## src/inc/sssf_map.vh

```
// Register map, field positions and reset values of the serial port status block.
`ifndef SSSF_MAP_VH
`define SSSF_MAP_VH

// Register byte offsets on the plain register port.
`define SSSF_ADDR_W          5
`define SSSF_ADDR_CTRL       5'h00
`define SSSF_ADDR_STATUS     5'h04
`define SSSF_ADDR_DATA       5'h08
`define SSSF_ADDR_IRQ_STAT   5'h0C
`define SSSF_ADDR_IRQ_MASK   5'h10

// Control register fields.
`define SSSF_CTRL_ON         0
`define SSSF_CTRL_ENH        1
`define SSSF_CTRL_FRM        2
`define SSSF_CTRL_W          3
`define SSSF_CTRL_RST        3'h0

// Status register fields.
`define SSSF_ST_RXCNT_LSB    24
`define SSSF_ST_TXCNT_LSB    16
`define SSSF_ST_FRAMING_ERROR_FLAG       12
`define SSSF_ST_BUSY         11
`define SSSF_ST_TUR          8
`define SSSF_ST_SHIFTER_EMPTY_FLAG         7
`define SSSF_ST_ROV          6
`define SSSF_ST_RBE          5
`define SSSF_ST_TBE          3
`define SSSF_ST_TBF          1
`define SSSF_ST_RBF          0
`define SSSF_STATUS_RST      32'h0000_0008

// Interrupt status and mask fields.
`define SSSF_IRQ_W           4
`define SSSF_IRQ_ROV         0
`define SSSF_IRQ_TUR         1
`define SSSF_IRQ_FRAMING_ERROR_FLAG      2
`define SSSF_IRQ_RXWORD      3
`define SSSF_IRQ_RST         4'h0

// Buffer geometry.
`define SSSF_WORD_W          8
`define SSSF_DEPTH           16
`define SSSF_AW              4
`define SSSF_PW              5
`define SSSF_CNT_W           5
`define SSSF_BITS_LAST       3'h7

`endif

```

## src/rtl/sssf_mem.v

```verilog
// Small word memory with one write port and a registered read port.
`timescale 1ns/1ps
`include "sssf_map.vh"

module sssf_mem (
    input  wire                      core_clk,   // Module clock.
    input  wire                      rst,        // Asynchronous reset, active high.
    input  wire                      wr_en,      // Write strobe.
    input  wire [`SSSF_AW-1:0]       wr_addr,    // Write address.
    input  wire [`SSSF_WORD_W-1:0]   wr_data,    // Write data.
    input  wire [`SSSF_AW-1:0]       rd_addr,    // Read address, sampled every edge.
    output wire [`SSSF_WORD_W-1:0]   rd_data     // Registered read data.
);

    reg [`SSSF_WORD_W-1:0] mem_r [0:`SSSF_DEPTH-1];  // Storage array, no reset needed.
    reg [`SSSF_WORD_W-1:0] rd_data_r;                // Read data register.

    // The array is written on the strobe; it holds no control state.
    always @(posedge core_clk) begin
        if (wr_en) begin
            mem_r[wr_addr] <= wr_data;
        end
    end

    // The read data register follows the read address one edge later.
    always @(posedge core_clk or posedge rst) begin
        if (rst) begin
            rd_data_r <= {`SSSF_WORD_W{1'b0}};
        end else begin
            rd_data_r <= mem_r[rd_addr];
        end
    end

    assign rd_data = rd_data_r;

endmodule

```

## src/rtl/sssf_status.v

```verilog
// Serial port with buffers, a slave shifter and the status, flag and interrupt registers.
`timescale 1ns/1ps
`include "sssf_map.vh"

//Contract
// - Report receive buffer element count, five bits.
// - Report transmit buffer element count, five bits.
// - Frame error flag set by hardware, cleared by software.
// - Activity flag high while a transaction runs.
// - Underrun flag in framed mode; disable or zero-write clears.
// - Flag shows whether the shift register is empty; the code shows this flag in enhanced mode only and reads it as zero otherwise.
// - Overflow sets flag and discards the new word.
// - Overflow cleared only by disable or zero-write.
// - Receive empty exactly when read equals write pointer; the code shows this flag in enhanced mode only and reads it as zero otherwise.
// - Unimplemented status bits read as zero.
module sssf_status (
    input  wire                      core_clk,    // Module clock, 100 MHz.
    input  wire                      rst,         // Asynchronous reset, active high.
    input  wire [`SSSF_ADDR_W-1:0]   reg_addr,    // Register byte address.
    input  wire [31:0]               reg_wdata,   // Register write data.
    input  wire                      reg_wr,      // Write strobe.
    input  wire                      reg_rd,      // Read strobe.
    output wire [31:0]               reg_rdata,   // Read data, valid the cycle after the strobe.
    output wire                      irq,         // Level interrupt.
    input  wire                      spi_sclk,    // Serial clock from the bus master.
    input  wire                      spi_mosi,    // Serial data in.
    input  wire                      spi_ss_n,    // Slave select or frame sync, active low.
    output wire                      spi_miso,    // Serial data out.
    output wire                      spi_miso_oe  // High while the block drives serial data out.
);

    localparam [`SSSF_PW-1:0]   PTR_ONE   = 5'h01;          // Pointer increment.
    localparam [`SSSF_CNT_W-1:0] CNT_FULL = 5'h10;          // Element count of a full buffer.
    localparam [2:0]            BIT_ONE   = 3'h1;           // Bit counter increment.

    // Pin synchronisers: index 0 clock, 1 data, 2 select.
    reg  [2:0]                  pin_s1_r;                   // First stage, read only by the second.
    reg  [2:0]                  pin_s2_r;                   // Second stage.
    reg                         sclk_d_r;                   // Delayed clock for edge finding.
    wire [2:0]                  pin_raw = {spi_ss_n, spi_mosi, spi_sclk};

    // Control and software registers.
    reg  [`SSSF_CTRL_W-1:0]     ctrl_r;                     // On, enhanced buffer, framed mode.
    reg  [`SSSF_IRQ_W-1:0]      irq_stat_r;                 // Sticky event bits.
    reg  [`SSSF_IRQ_W-1:0]      irq_mask_r;                 // Interrupt enables.
    reg                         irq_r;                      // Interrupt output register.
    reg  [31:0]                 rdata_r;                    // Read data register.
    reg                         rov_r;                      // Receive overflow flag.
    reg                         tur_r;                      // Transmit underrun flag.
    reg                         ferr_r;                     // Frame error flag.
    reg                         busy_r;                     // Activity flag.

    // Buffer pointers; the visible write pointer trails by one edge so that the
    // registered memory read has caught the word before it is counted.
    reg  [`SSSF_PW-1:0]         rx_wr_r, rx_vis_r, rx_rd_r;
    reg  [`SSSF_PW-1:0]         tx_wr_r, tx_vis_r, tx_rd_r;

    // Shifter state.
    reg  [`SSSF_WORD_W-1:0]     rx_sh_r;                    // Receive shift register.
    reg  [`SSSF_WORD_W-1:0]     tx_sh_r;                    // Transmit shift register.
    reg  [2:0]                  bit_cnt_r;                  // Bits taken in the current word.
    reg                         loaded_r;                   // Shifter holds a word.
    reg                         miso_oe_r;                  // Output enable register.

    wire                        on_w   = ctrl_r[`SSSF_CTRL_ON];
    wire                        enh_w  = ctrl_r[`SSSF_CTRL_ENH];
    wire                        frm_w  = ctrl_r[`SSSF_CTRL_FRM];
    wire                        sclk_s = pin_s2_r[0];
    wire                        mosi_s = pin_s2_r[1];
    wire                        sel_s  = ~pin_s2_r[2];
    wire                        rise_w = sclk_s & ~sclk_d_r;
    wire                        fall_w = ~sclk_s & sclk_d_r;

    // Counts and buffer conditions.
    wire [`SSSF_CNT_W-1:0]      rx_cnt  = rx_vis_r - rx_rd_r;
    wire [`SSSF_CNT_W-1:0]      tx_cnt  = tx_vis_r - tx_rd_r;
    wire [`SSSF_CNT_W-1:0]      rx_room = rx_wr_r - rx_rd_r;
    wire [`SSSF_CNT_W-1:0]      tx_room = tx_wr_r - tx_rd_r;
    wire                        rx_empty = (rx_rd_r == rx_vis_r);
    wire                        tx_empty = (tx_rd_r == tx_vis_r);
    // Outside enhanced mode each buffer holds one word only.
    wire                        rx_full  = enh_w ? (rx_cnt == CNT_FULL) : (rx_cnt != 5'h00);
    wire                        tx_full  = enh_w ? (tx_cnt == CNT_FULL) : (tx_cnt != 5'h00);
    wire                        rx_nofit = enh_w ? (rx_room == CNT_FULL) : (rx_room != 5'h00);
    wire                        tx_nofit = enh_w ? (tx_room == CNT_FULL) : (tx_room != 5'h00);

    // Bus decode.
    wire                        wr_ctrl  = reg_wr & (reg_addr == `SSSF_ADDR_CTRL);
    wire                        wr_stat  = reg_wr & (reg_addr == `SSSF_ADDR_STATUS);
    wire                        wr_data  = reg_wr & (reg_addr == `SSSF_ADDR_DATA);
    wire                        wr_istat = reg_wr & (reg_addr == `SSSF_ADDR_IRQ_STAT);
    wire                        wr_imask = reg_wr & (reg_addr == `SSSF_ADDR_IRQ_MASK);
    wire                        rd_data  = reg_rd & (reg_addr == `SSSF_ADDR_DATA);

    // Buffer pushes and pops.
    wire                        tx_push  = on_w & wr_data & ~tx_nofit;
    wire                        rx_pop   = on_w & rd_data & ~rx_empty;
    wire                        start_w  = on_w & sel_s & ~loaded_r;
    wire                        tx_pop   = start_w & ~tx_empty;
    wire                        word_end = on_w & sel_s & loaded_r & rise_w & (bit_cnt_r == `SSSF_BITS_LAST);
    wire [`SSSF_WORD_W-1:0]     rx_word  = {rx_sh_r[`SSSF_WORD_W-2:0], mosi_s};
    wire                        rx_push  = word_end & ~rx_nofit;
    wire                        rov_evt  = word_end & rx_nofit;
    wire                        tur_evt  = start_w & tx_empty & frm_w;
    wire                        ferr_evt = on_w & frm_w & ~sel_s & (bit_cnt_r != 3'h0);
    wire [`SSSF_IRQ_W-1:0]      evt_w    = {rx_push, ferr_evt, tur_evt, rov_evt};

    // Next read pointers feed the memories so that read data track each pop.
    wire [`SSSF_PW-1:0]         rx_rd_nxt = on_w ? (rx_pop ? rx_rd_r + PTR_ONE : rx_rd_r) : 5'h00;
    wire [`SSSF_PW-1:0]         tx_rd_nxt = on_w ? (tx_pop ? tx_rd_r + PTR_ONE : tx_rd_r) : 5'h00;
    wire [`SSSF_WORD_W-1:0]     rx_q;                       // Head word of the receive buffer.
    wire [`SSSF_WORD_W-1:0]     tx_q;                       // Head word of the transmit buffer.

    // Sticky interrupt bits: a new event wins over a write-one clear.
    wire [`SSSF_IRQ_W-1:0]      irq_stat_nxt = (irq_stat_r & ~(wr_istat ? reg_wdata[`SSSF_IRQ_W-1:0]
                                               : {`SSSF_IRQ_W{1'b0}})) | evt_w;

    // Status word; every position not listed below stays zero.
    reg  [31:0]                 status_w;

    // Assemble the status word; enhanced-only flags read zero outside that mode.
    always @* begin
        status_w = 32'h0000_0000;
        status_w[`SSSF_ST_RXCNT_LSB +: `SSSF_CNT_W] = rx_cnt;
        status_w[`SSSF_ST_TXCNT_LSB +: `SSSF_CNT_W] = tx_cnt;
        status_w[`SSSF_ST_FRAMING_ERROR_FLAG] = ferr_r;
        status_w[`SSSF_ST_BUSY]   = busy_r;
        status_w[`SSSF_ST_TUR]    = tur_r;
        status_w[`SSSF_ST_SHIFTER_EMPTY_FLAG]   = enh_w & ~loaded_r;
        status_w[`SSSF_ST_ROV]    = rov_r;
        status_w[`SSSF_ST_RBE]    = enh_w & rx_empty;
        status_w[`SSSF_ST_TBE]    = tx_empty;
        status_w[`SSSF_ST_TBF]    = tx_full;
        status_w[`SSSF_ST_RBF]    = rx_full;
    end

    // Two flip-flops on each pin; they reset to idle levels, so no false edge follows.
    genvar gi;
    generate
        for (gi = 0; gi < 3; gi = gi + 1) begin : g_sync
            always @(posedge core_clk or posedge rst) begin
                if (rst) begin
                    pin_s1_r[gi] <= (gi == 2);
                    pin_s2_r[gi] <= (gi == 2);
                end else begin
                    pin_s1_r[gi] <= pin_raw[gi];
                    pin_s2_r[gi] <= pin_s1_r[gi];
                end
            end
        end
    endgenerate

    // Software registers, the bus read port and the interrupt output.
    always @(posedge core_clk or posedge rst) begin
        if (rst) begin
            ctrl_r     <= `SSSF_CTRL_RST;
            irq_stat_r <= `SSSF_IRQ_RST;
            irq_mask_r <= `SSSF_IRQ_RST;
            irq_r      <= 1'b0;
            rdata_r    <= 32'h0000_0000;
        end else begin
            if (wr_ctrl) begin
                ctrl_r <= reg_wdata[`SSSF_CTRL_W-1:0];
            end
            if (wr_imask) begin
                irq_mask_r <= reg_wdata[`SSSF_IRQ_W-1:0];
            end
            irq_stat_r <= irq_stat_nxt;
            irq_r      <= |(irq_stat_nxt & (wr_imask ? reg_wdata[`SSSF_IRQ_W-1:0] : irq_mask_r));
            // Read data stand for the one cycle after the strobe; unmapped reads give zero.
            if (reg_rd) begin
                case (reg_addr)
                    `SSSF_ADDR_CTRL:     rdata_r <= {29'h000_0000, ctrl_r};
                    `SSSF_ADDR_STATUS:   rdata_r <= status_w;
                    `SSSF_ADDR_DATA:     rdata_r <= rx_empty ? 32'h0000_0000 : {24'h00_0000, rx_q};
                    `SSSF_ADDR_IRQ_STAT: rdata_r <= {28'h000_0000, irq_stat_r};
                    `SSSF_ADDR_IRQ_MASK: rdata_r <= {28'h000_0000, irq_mask_r};
                    default:             rdata_r <= 32'h0000_0000;
                endcase
            end else begin
                rdata_r <= 32'h0000_0000;
            end
        end
    end

    // Sticky status flags: set wins, a zero written clears, disabling clears overflow and underrun only.
    always @(posedge core_clk or posedge rst) begin
        if (rst) begin
            rov_r  <= 1'b0;
            tur_r  <= 1'b0;
            ferr_r <= 1'b0;
        end else begin
            if (rov_evt) begin
                rov_r <= 1'b1;
            end else if (~on_w | (wr_stat & ~reg_wdata[`SSSF_ST_ROV])) begin
                rov_r <= 1'b0;
            end
            if (tur_evt) begin
                tur_r <= 1'b1;
            end else if (~on_w | (wr_stat & ~reg_wdata[`SSSF_ST_TUR])) begin
                tur_r <= 1'b0;
            end
            if (ferr_evt) begin
                ferr_r <= 1'b1;
            end else if (wr_stat & ~reg_wdata[`SSSF_ST_FRAMING_ERROR_FLAG]) begin
                ferr_r <= 1'b0;
            end
        end
    end

    // Buffer pointers; disabling the port empties both buffers.
    always @(posedge core_clk or posedge rst) begin
        if (rst) begin
            rx_wr_r  <= 5'h00;
            rx_vis_r <= 5'h00;
            rx_rd_r  <= 5'h00;
            tx_wr_r  <= 5'h00;
            tx_vis_r <= 5'h00;
            tx_rd_r  <= 5'h00;
        end else if (~on_w) begin
            rx_wr_r  <= 5'h00;
            rx_vis_r <= 5'h00;
            rx_rd_r  <= 5'h00;
            tx_wr_r  <= 5'h00;
            tx_vis_r <= 5'h00;
            tx_rd_r  <= 5'h00;
        end else begin
            // A completed word is dropped when there is no room for it.
            if (rx_push) begin
                rx_wr_r <= rx_wr_r + PTR_ONE;
            end
            if (tx_push) begin
                tx_wr_r <= tx_wr_r + PTR_ONE;
            end
            rx_vis_r <= rx_wr_r;
            tx_vis_r <= tx_wr_r;
            rx_rd_r  <= rx_rd_nxt;
            tx_rd_r  <= tx_rd_nxt;
        end
    end

    // Slave shifter, mode 0: sample on the rising edge, change on the falling edge.
    always @(posedge core_clk or posedge rst) begin
        if (rst) begin
            sclk_d_r  <= 1'b0;
            rx_sh_r   <= 8'h00;
            tx_sh_r   <= 8'h00;
            bit_cnt_r <= 3'h0;
            loaded_r  <= 1'b0;
            miso_oe_r <= 1'b0;
            busy_r    <= 1'b0;
        end else begin
            sclk_d_r  <= sclk_s;
            miso_oe_r <= on_w & sel_s;
            busy_r    <= on_w & (sel_s | loaded_r | (bit_cnt_r != 3'h0));
            if (~on_w | ~sel_s) begin
                // Deselect ends the word; a partial word is abandoned.
                bit_cnt_r <= 3'h0;
                loaded_r  <= 1'b0;
            end else if (~loaded_r) begin
                // Load the next word, or zeros when the buffer has run dry.
                tx_sh_r  <= tx_empty ? 8'h00 : tx_q;
                loaded_r <= 1'b1;
            end else if (rise_w) begin
                rx_sh_r   <= rx_word;
                bit_cnt_r <= bit_cnt_r + BIT_ONE;
                if (bit_cnt_r == `SSSF_BITS_LAST) begin
                    loaded_r <= 1'b0;
                end
            end else if (fall_w & (bit_cnt_r != 3'h0)) begin
                tx_sh_r <= {tx_sh_r[`SSSF_WORD_W-2:0], 1'b0};
            end
        end
    end

    // Receive buffer storage.
    sssf_mem u_rx_mem (
        .core_clk (core_clk),
        .rst      (rst),
        .wr_en    (rx_push),
        .wr_addr  (rx_wr_r[`SSSF_AW-1:0]),
        .wr_data  (rx_word),
        .rd_addr  (rx_rd_nxt[`SSSF_AW-1:0]),
        .rd_data  (rx_q)
    );

    // Transmit buffer storage.
    sssf_mem u_tx_mem (
        .core_clk (core_clk),
        .rst      (rst),
        .wr_en    (tx_push),
        .wr_addr  (tx_wr_r[`SSSF_AW-1:0]),
        .wr_data  (reg_wdata[`SSSF_WORD_W-1:0]),
        .rd_addr  (tx_rd_nxt[`SSSF_AW-1:0]),
        .rd_data  (tx_q)
    );

    assign reg_rdata   = rdata_r;
    assign irq         = irq_r;
    assign spi_miso    = tx_sh_r[`SSSF_WORD_W-1];
    assign spi_miso_oe = miso_oe_r;

endmodule

```

## config.mk

```make
export PLATFORM = sky130hd
export DESIGN_NAME = sssf_status
export DESIGN_NICKNAME = d
export VERILOG_FILES = /design/src/rtl/sssf_mem.v /design/src/rtl/sssf_status.v
export VERILOG_INCLUDE_DIRS = /design/src /design/src/inc
export SDC_FILE = /design/constraint.sdc
export NUM_CORES = 1
export LEC_CHECK = 0
export ABC_AREA = 1
export BUFFER_PORTS_ARGS = -buffer_cell sky130_fd_sc_hd__buf_2
export CAP_MARGIN = 40
export CORE_AREA = 2 2 237 239
export CTS_BUF_LIST = sky130_fd_sc_hd__clkbuf_4 sky130_fd_sc_hd__clkbuf_8
export DETAILED_ROUTE_END_ITERATION = 16
export DIE_AREA = 0 0 239 241
export PLACE_DENSITY = 0.54
export SLEW_MARGIN = 20
export SYNTH_ARGS = -nofsm -noshare
export SYNTH_HDL_FRONTEND = slang
export SYNTH_SLANG_ARGS = --single-unit
```

## constraint.sdc

```tcl
create_clock -name core_clk -period 4.4 [get_ports core_clk]
set_clock_uncertainty 0.2 [all_clocks]
set_input_delay 1.32 -clock core_clk [delete_from_list [all_inputs] [get_ports core_clk]]
set_output_delay 1.32 -clock core_clk [all_outputs]
set_load 0.005 [all_outputs]
```

==> results of run 1 <==
-- critical path, delay by kind of cell (launching register included) --
family                   cells  cell delay (ns)
AO/OA/AOI/OAI                1             0.13
adder cells (fa/ha/maj)      1             0.29
buffers and inverters        3             1.11
flip-flops                   1             0.47
AND/OR/NAND/NOR              9             1.45
-- area by class of cell --
cell class | instances | area share, %
Clock buffer | 82 | 5.49
Clock inverter | 30 | 1.17
Inverter | 276 | 5.52
Multi-Input combinational cell | 875 | 24.0
Sequential cell | 366 | 55.4
Tap cell | 704 | 4.67
Timing Repair Buffer | 98 | 3.76
-- stage by stage --
step / std cells / instance area (um^2) / hold slack, ns / utilization [%] / power [W]
after global placement: 2313 / 17500 / 0.133 / 31.9 / 0.00416
after floorplan: 1597 / 16400 / 0.131 / - / 0.00404
after detailed placement: 2317 / 17600 / 0.138 / 32.0 / 0.00418
after CTS: 2429 / 18800 / 0.161 / 34.3 / 0.00728
after global routing: 2431 / 18900 / 0.171 / 34.4 / 0.00747
final: 2431 / 18900 / 0.159 / 34.4 / 0.00720
-- kinds of logic after synthesis --
kind of cell / Yosys count / synth area share [%]
xor gates and xnor gates: 18 / 0.965
muxes: 1 / 0.0689
buffers and inverters: 356 / 8.75
AOI/OAI and AO/OA: 120 / 4.66
DFF: 366 / 63.9
and+or+nand+nor: 694 / 19.1
other: 1 / 0.0230
adders and majority gates: 31 / 2.47
-- Yosys cell counts, types with 2 or more instances --
| cell | count | area [um^2] |
|---|---|---|
| o2bb2ai_1 | 2 | 17.5 |
| xor2_1 | 9 | 78.8 |
| nand3_1 | 205 | 1030 |
| nand4_1 | 68 | 425 |
| o211ai_1 | 40 | 300 |
| inv_1 | 266 | 998 |
| dfrtp_1 | 108 | 2700 |
| clkinv_1 | 4 | 15.0 |
| xnor2_1 | 9 | 78.8 |
| fa_1 | 2 | 40.0 |
| and3_1 | 2 | 12.5 |
| o21ai_1 | 2 | 10.0 |
| buf_1 | 4 | 15.0 |
| clkbuf_1 | 33 | 124 |
| buf_6 | 2 | 22.5 |
| dfstp_2 | 2 | 52.6 |
| nand3b_1 | 2 | 15.0 |
| nor2_1 | 67 | 251 |
| o21ai_0 | 34 | 170 |
| ha_1 | 29 | 363 |
| buf_4 | 11 | 82.6 |
| nor3_1 | 21 | 105 |
| inv_2 | 6 | 22.5 |
| nand2_1 | 319 | 1200 |
| a31oi_1 | 7 | 43.8 |
| nor3_2 | 2 | 20.0 |
| o21bai_1 | 2 | 15.0 |
| o22ai_1 | 2 | 12.5 |
| buf_2 | 30 | 150 |
| edfxtp_1 | 256 | 7690 |
| a21oi_1 | 21 | 105 |
| a221oi_1 | 4 | 35.0 |
-- worst max path at each step --
stage	end	slack [ns]	cells after the start
floorplan	u_tx_mem.mem_r[12][0]$_DFFE_PP_	0.98	6
global placement	u_rx_mem.rd_data[2]$_DFF_PP0_	0.38	13
detailed placement	u_tx_mem.rd_data[3]$_DFF_PP0_	0.61	14
CTS	u_tx_mem.rd_data[3]$_DFF_PP0_	0.58	14
global route	u_tx_mem.rd_data[1]$_DFF_PP0_	0.30	14
finish	u_tx_mem.rd_data[3]$_DFF_PP0_	0.60	14
-- flip-flops by register name (all words and copies together) (netlist names), 3 cells and up --
register / cells
u_rx_mem.mem_r: 128
u_tx_mem.mem_r: 128
reg_rdata: 21
tx_sh_r: 8
u_rx_mem.rd_data: 8
u_tx_mem.rd_data: 8
rx_sh_r: 7
rx_rd_r: 5
rx_vis_r: 5
rx_wr_r: 5
tx_rd_r: 5
tx_vis_r: 5
tx_wr_r: 5
irq_mask_r: 4
irq_stat_r: 4
bit_cnt_r: 3
ctrl_r: 3
pin_s1_r: 3
-- power by group through the flow --
stage / clock network [W] / logic [W] / registers (W)
final: 0.00309 / 0.000277 / 0.00383
after global routing: 0.00332 / 0.000309 / 0.00384
after CTS: 0.00317 / 0.000277 / 0.00384
after detailed placement: 0 / 0.000277 / 0.00390
after global placement: 0 / 0.000258 / 0.00390
after floorplan: 0 / 0.000164 / 0.00387
-- metal layers --
layer	share of wire [%]	track usage (%)	vias to the layer above
met5	0.032	0	-
met4	3.7	6.16	2
met3	5.0	2.85	94
met2	48	23.8	273
met1	44	17.8	5391
li1	-	-	5492
==> key figures, run 1 <==
Clock tree
  – Max Root-Sink Buffers: 3
  – Worst skew pair latency: 0.66 ns
  – Total setup buffers inserted after CTS: 0
  – H-tree Lvls: 2
  – Total clock sinks: 366
  – TritonCTS clock tree: built
  – Clock transition at path regs: 0.06 ns
  – CTS Hold Bufs: 0
  – Root Driver: clkbuf_8
  – Post_cts resized: 0
  – CTS Buf Count: 61

Setup path
  – Slowest CP cell: buf_4
  – Crit Path Max Fanout: 53
  – Critical Path RT: 4.74 ns
  – Startpoint Class: flop
  – R2R setup slack: 0.60 ns
  – Crit path top cell by count: nand2_1
  – R2R Path Start: tx_rd_r[1]$_DFF_PP0_
  – Crit. Startpoint: tx_rd_r[1]$_DFF_PP0_
  – Reg2reg end: u_tx_mem.rd_data[3]$_DFF_PP0_
  – Worst Setup End Kind: flop
  – Crit path DAT: 4.14 ns
  – CP cell instances: inv_1, ha_1, nand2_1, nor2_1, nand2_1, nand3_1, nand3_4, buf_4, buf_4, nand2_1, o211ai_1, nand3_1, nand3_1, nand2_1
  – R2R depth: 14
  – Max incr delay on CP: 0.56 ns
  – Critical setup path kind: flop to flop

STA
  – TNS Setup: 0 ns
  – Max Slew Vio Count: 0
  – Final Worst Setup Slack: 0.603 ns
  – Slew @ Worst Pin: 0.837 ns
  – RSZ-0062 raised after global routing: no
  – Slew headroom: 44.2%
  – Setup violations, final: 0
  – Minimum clock period: 3.80 ns
  – Hold violation count in the final report: 0
  – Fmax: 263 MHz
  – Final period util: 86.3%

Detailed routing
  – DR iter-0 viols: 613
  – WL/cell: around 17 um
  – Final ANT Viol Nets: 0
  – Pre-Repair DR Iteration Count: 5
  – Vias post-DR: about 11,000
  – DRC viols: 0
  – Via/cell ratio: 4.63
  – Final WL: ~40 mm

Worst hold path
  – Min-delay worst type: flop to flop
  – Hold Path Origin: pin_s1_r[2]$_DFF_PP1_
  – WHS Endpoint: pin_s2_r[2]$_DFF_PP1_
  – Hold Path Stages: 0

Yosys
  – Ys flop type: edfxtp_1
  – Post-synth cell types: 48
  – Syn Inst Count: 1,587
  – Number of synthesized flops with an enable pin: 256
  – Flops & latches, synth: 366
  – Synthesized cell area: approximately 16,000 um^2
  – Mean Syn Cell Area: about 10 um^2
  – Sequential element share of the synthesized area: 63.9%
  – Async S/R FF share, synth: 30.1%
  – Yosys Warn Count: 0

Die
  – Die ar.: 57,600 um^2
  – DIE HEIGHT: 241 um
  – CORE AREA: 54,900 um^2
  – Row cnt: 86
  – Die width: around 240 um
  – Starting Density: 29.8%
  – # IOs: 79

Cells and area
  – Sequential Area: 10,400 um^2
  – Area of the multi-input gates: roughly 4500 um^2
  – Commonest non-fill, non-tap cell in the layout: nand2_1
  – # nets final: between 1,500 and 2,000
  – Layout cell share with drive strength beyond 1: 12.7%
  – Antenna diodes: 0
  – Fill cells: about 5,500
  – Area Overhead vs Synth: 15.4%
  – Most frequent cells in the layout: nand2_1, inv_1, edfxtp_1

Pwr
  – Pleak: 8.24 nW
  – P_sw: 0.00165 W
  – Flop pwr share: a little over half
  – P per Cell Area: approximately 380 nW/um^2
  – Max VDD drop: 0.000241 V
  – Clock power share: 42.9%
  – Combinational share of power: 3.8%
  – Pint: 0.00554 W
  – Switching share of power: between 20% and 30%

Global route
  – Total GRT Usage: 14.2%
  – Vias in the first global route: 11,300
  – Antenna violations before repair: 1
  – Total gr overflow: 0
  – First-pass GRT wire length: 62.6 mm
  – Largest net degree at the start of global routing: 65

Placed design
  – Routability cong.: 0.796
  – Pre-CTS WS: 0.606 ns
  – Final HPWL from detailed placement: 25.7 mm
  – Port Buffer Count: 45

Run status
  – Status: complete, no violations

Flow run
  – Max_cap viols: 0
Note: power is estimated with default switching activity, not from simulation.
==> run 2, diff against run 1 <==
ABC_AREA = not set   (was 1)
CORE_AREA = 2 2 229 231   (was 2 2 237 239)
DIE_AREA = 0 0 231 233   (was 0 0 239 241)
SKIP_CTS_REPAIR_TIMING = 1   (was not set)
==> run 2 against run 1 <==
Effect of this change:
- first-iteration DRC count is 20% lower
- count of clock-buffer cells in the layout is 9 higher
- critical path depth is 3 lower
- global-route usage is 0.63 points lower
- worst hold slack worse by 0.012 ns
- clock power is 2% higher
- combinational power is 36% lower
==> key figures, run 2 <==
STA
  – Final hold slack: 0.147 ns
  – Fmax: 277 MHz
  – Hold violation count in the final report: 0
  – Max Slew Vio Count: 0
  – Minimum clock period: 3.61 ns
  – Slew @ Worst Pin: about 0.8 ns
  – Final period util: 82.1%
  – Slew headroom: 47.7%
  – TNS Setup: 0 ns
  – Setup violations, final: 0
  – RSZ-0062 raised after global routing: no

Worst hold path
  – Min-delay worst type: flop to flop
  – WHS Endpoint: sclk_s$_DFF_PP0_
  – Hold Path Stages: 0
  – Hold Path Origin: pin_s1_r[0]$_DFF_PP0_

Placed design
  – Dpl cells: 1,759
  – Port Buffer Count: 45
  – Routability cong.: 0.823
  – Final HPWL from detailed placement: around 24 mm

Setup path
  – Crit Path Max Fanout: 29
  – Worst Setup End Kind: flop
  – R2R setup slack: just under 0.8 ns
  – Critical setup path kind: flop to flop
  – R2R depth: 11
  – Reg2reg end: u_tx_mem.rd_data[4]$_DFF_PP0_
  – R2R Path Start: tx_rd_r[1]$_DFF_PP0_
  – Critical Path RT: approximately 4.7 ns
  – Crit path DAT: 3.90 ns
  – Startpoint Class: flop

Die
  – DIE HEIGHT: 233 um
  – CORE AREA: 51,100 um^2
  – Die ar.: 53,800 um^2
  – Die width: around 230 um
  – # IOs: 79
  – Starting Density: 29.8%
  – Row cnt: 83

Yosys
  – Sequential element share of the synthesized area: about two thirds
  – Most common cell in the netlist: edfxtp_1
  – Area share of the largest cell type after synthesis: 50.4%
  – Leading area contributor after synthesis: edfxtp_1
  – Number of synthesized flops with an enable pin: approximately 260
  – Post-synth cell types: 77
  – Syn Inst Count: between 1,000 and 1,500
  – Synth area leaders: edfxtp_1, dfrtp_1, mux2i_1
  – Flops & latches, synth: 366
  – Most common library cells after synthesis: edfxtp_1, dfrtp_1, mux2i_1, nand2_1, o22ai_1
  – Yosys Warn Count: 0
  – Async S/R FF share, synth: between 30% and 40%
  – Mean Syn Cell Area: 14.6 um^2
  – Synthesized cell area: 15,200 um^2
  – Ys flop type: edfxtp_1

Clock tree
  – H-tree Lvls: 2
  – Total clock sinks: 366
  – CTS Buf Count: 58
  – TritonCTS clock tree: built
  – Clock transition at path regs: 0.06 ns
  – Max Root-Sink Buffers: 3
  – Root Driver: clkbuf_8
  – Worst skew pair latency: 0.66 ns

Pwr
  – Max VDD drop: 0.000199 V
  – Pleak: around 6.5 nW
  – P per Cell Area: 399 nW/um^2

Detailed routing
  – DR iter-0 viols: about 500
  – Vias post-DR: 8,881
  – WL/cell: 19.4 um
  – Pre-Repair DR Iteration Count: 4
  – Final ANT Viol Nets: 0
  – Final WL: 36.3 mm
  – DRC viols: 0
  – Via/cell ratio: 4.76

Run status
  – Status: complete, no violations

Global route
  – Total GRT Usage: between 10 and 15%
  – Vias in the first global route: 9,065
  – Largest net degree at the start of global routing: 57
  – Antenna violations before repair: 1
  – Total gr overflow: 0
  – First-pass GRT wire length: ~55 mm

Cells and area
  – Fill cells: 4,940
  – Area Overhead vs Synth: 15.9%
  – # nets final: between 1,000 and 1,500
  – Layout cell share with drive strength beyond 1: 19.3%
  – Non-Filler Instances: 1,867
  – Commonest non-fill, non-tap cell in the layout: edfxtp_1
  – Most frequent cells in the layout: edfxtp_1, dfrtp_1, mux2i_1

Flow run
  – Max_cap viols: 0
-- run 2: worst max path at each step --
| stage | slack (ns) | depth (start not counted) | endpoint | startpoint |
|---|---|---|---|---|
| detailed placement | 0.21 | 9 | u_rx_mem.rd_data[5]$_DFF_PP0_ | reg_addr[3] |
| global placement | 0.26 | 9 | u_rx_mem.rd_data[5]$_DFF_PP0_ | reg_addr[3] |
| finish | 0.79 | 11 | u_tx_mem.rd_data[4]$_DFF_PP0_ | tx_rd_r[1]$_DFF_PP0_ |
| floorplan | 0.54 | 10 | u_rx_mem.rd_data[6]$_DFF_PP0_ | reg_addr[4] |
| global route | 0.53 | 11 | u_tx_mem.rd_data[4]$_DFF_PP0_ | tx_rd_r[1]$_DFF_PP0_ |
| CTS | 0.75 | 10 | u_tx_mem.rd_data[7]$_DFF_PP0_ | tx_rd_r[1]$_DFF_PP0_ |
-- run 2: cells by family after synthesis --
kind of cell / Yosys count / synth area share [%]
and+or+nand+nor: 229 / 8.39
adders and majority gates: 31 / 2.64
muxes: 107 / 7.27
buffers and inverters: 86 / 2.83
DFF: 366 / 68.5
other: 1 / 0.0246
xor gates and xnor gates: 18 / 1.13
AOI/OAI and AO/OA: 203 / 9.17
-- run 2: layout make-up --
cell class / instances / area (um^2) / share of cell area, %
clock inverter: 16 / 178 / 1.01
timing repair buffer: 79 / 513 / 2.90
multi-input combinational: 599 / 4450 / 25.2
clock buffer: 91 / 1100 / 6.20
antenna: 1 / 2.50 / 0.0142
tap: 680 / 851 / 4.82
sequential: 366 / 10400 / 59.1
inverter: 35 / 135 / 0.765
-- run 2: critical path, cell delays in order, from the launching register on --
cell and delay (ns):
dfrtp_1 0.54, inv_1 0.15, ha_1 0.32, nand4_1 0.17
o21ai_2 0.32, buf_4 0.21, mux2i_4 0.24, inv_2 0.29
a21oi_1 0.25, a211o_1 0.16, o31ai_1 0.10, or3_1 0.47
-- run 2: power breakdown --
group          internal (W)  total (W)  switching [W]
Clock               0.00177    0.00314        0.00137
Combinational     0.0000511   0.000177       0.000126
Sequential          0.00371    0.00374      0.0000289
-- run 2: per-layer routing --
metal  up-vias  routed length (um)  track usage, %
met1      4419               16400            18.0
met4         0                 898            4.98
met5         -                   0               0
met3        62                1730            2.55
li1       4188                   -               -
met2       212               17200            22.1
-- run 2: stage by stage --
stage	total power [W]	utilization [%]	area [um^2]	setup WS [ns]
6_report	0.00705	34.6	17700	0.787
5_1_grt	0.00732	34.6	17700	0.532
4_1_cts	0.00715	34.6	17700	0.753
3_5_place_dp	0.00399	32.1	16400	0.207
3_3_place_gp	0.00398	32.0	16400	0.256
2_1_floorplan	0.00390	-	15300	0.539
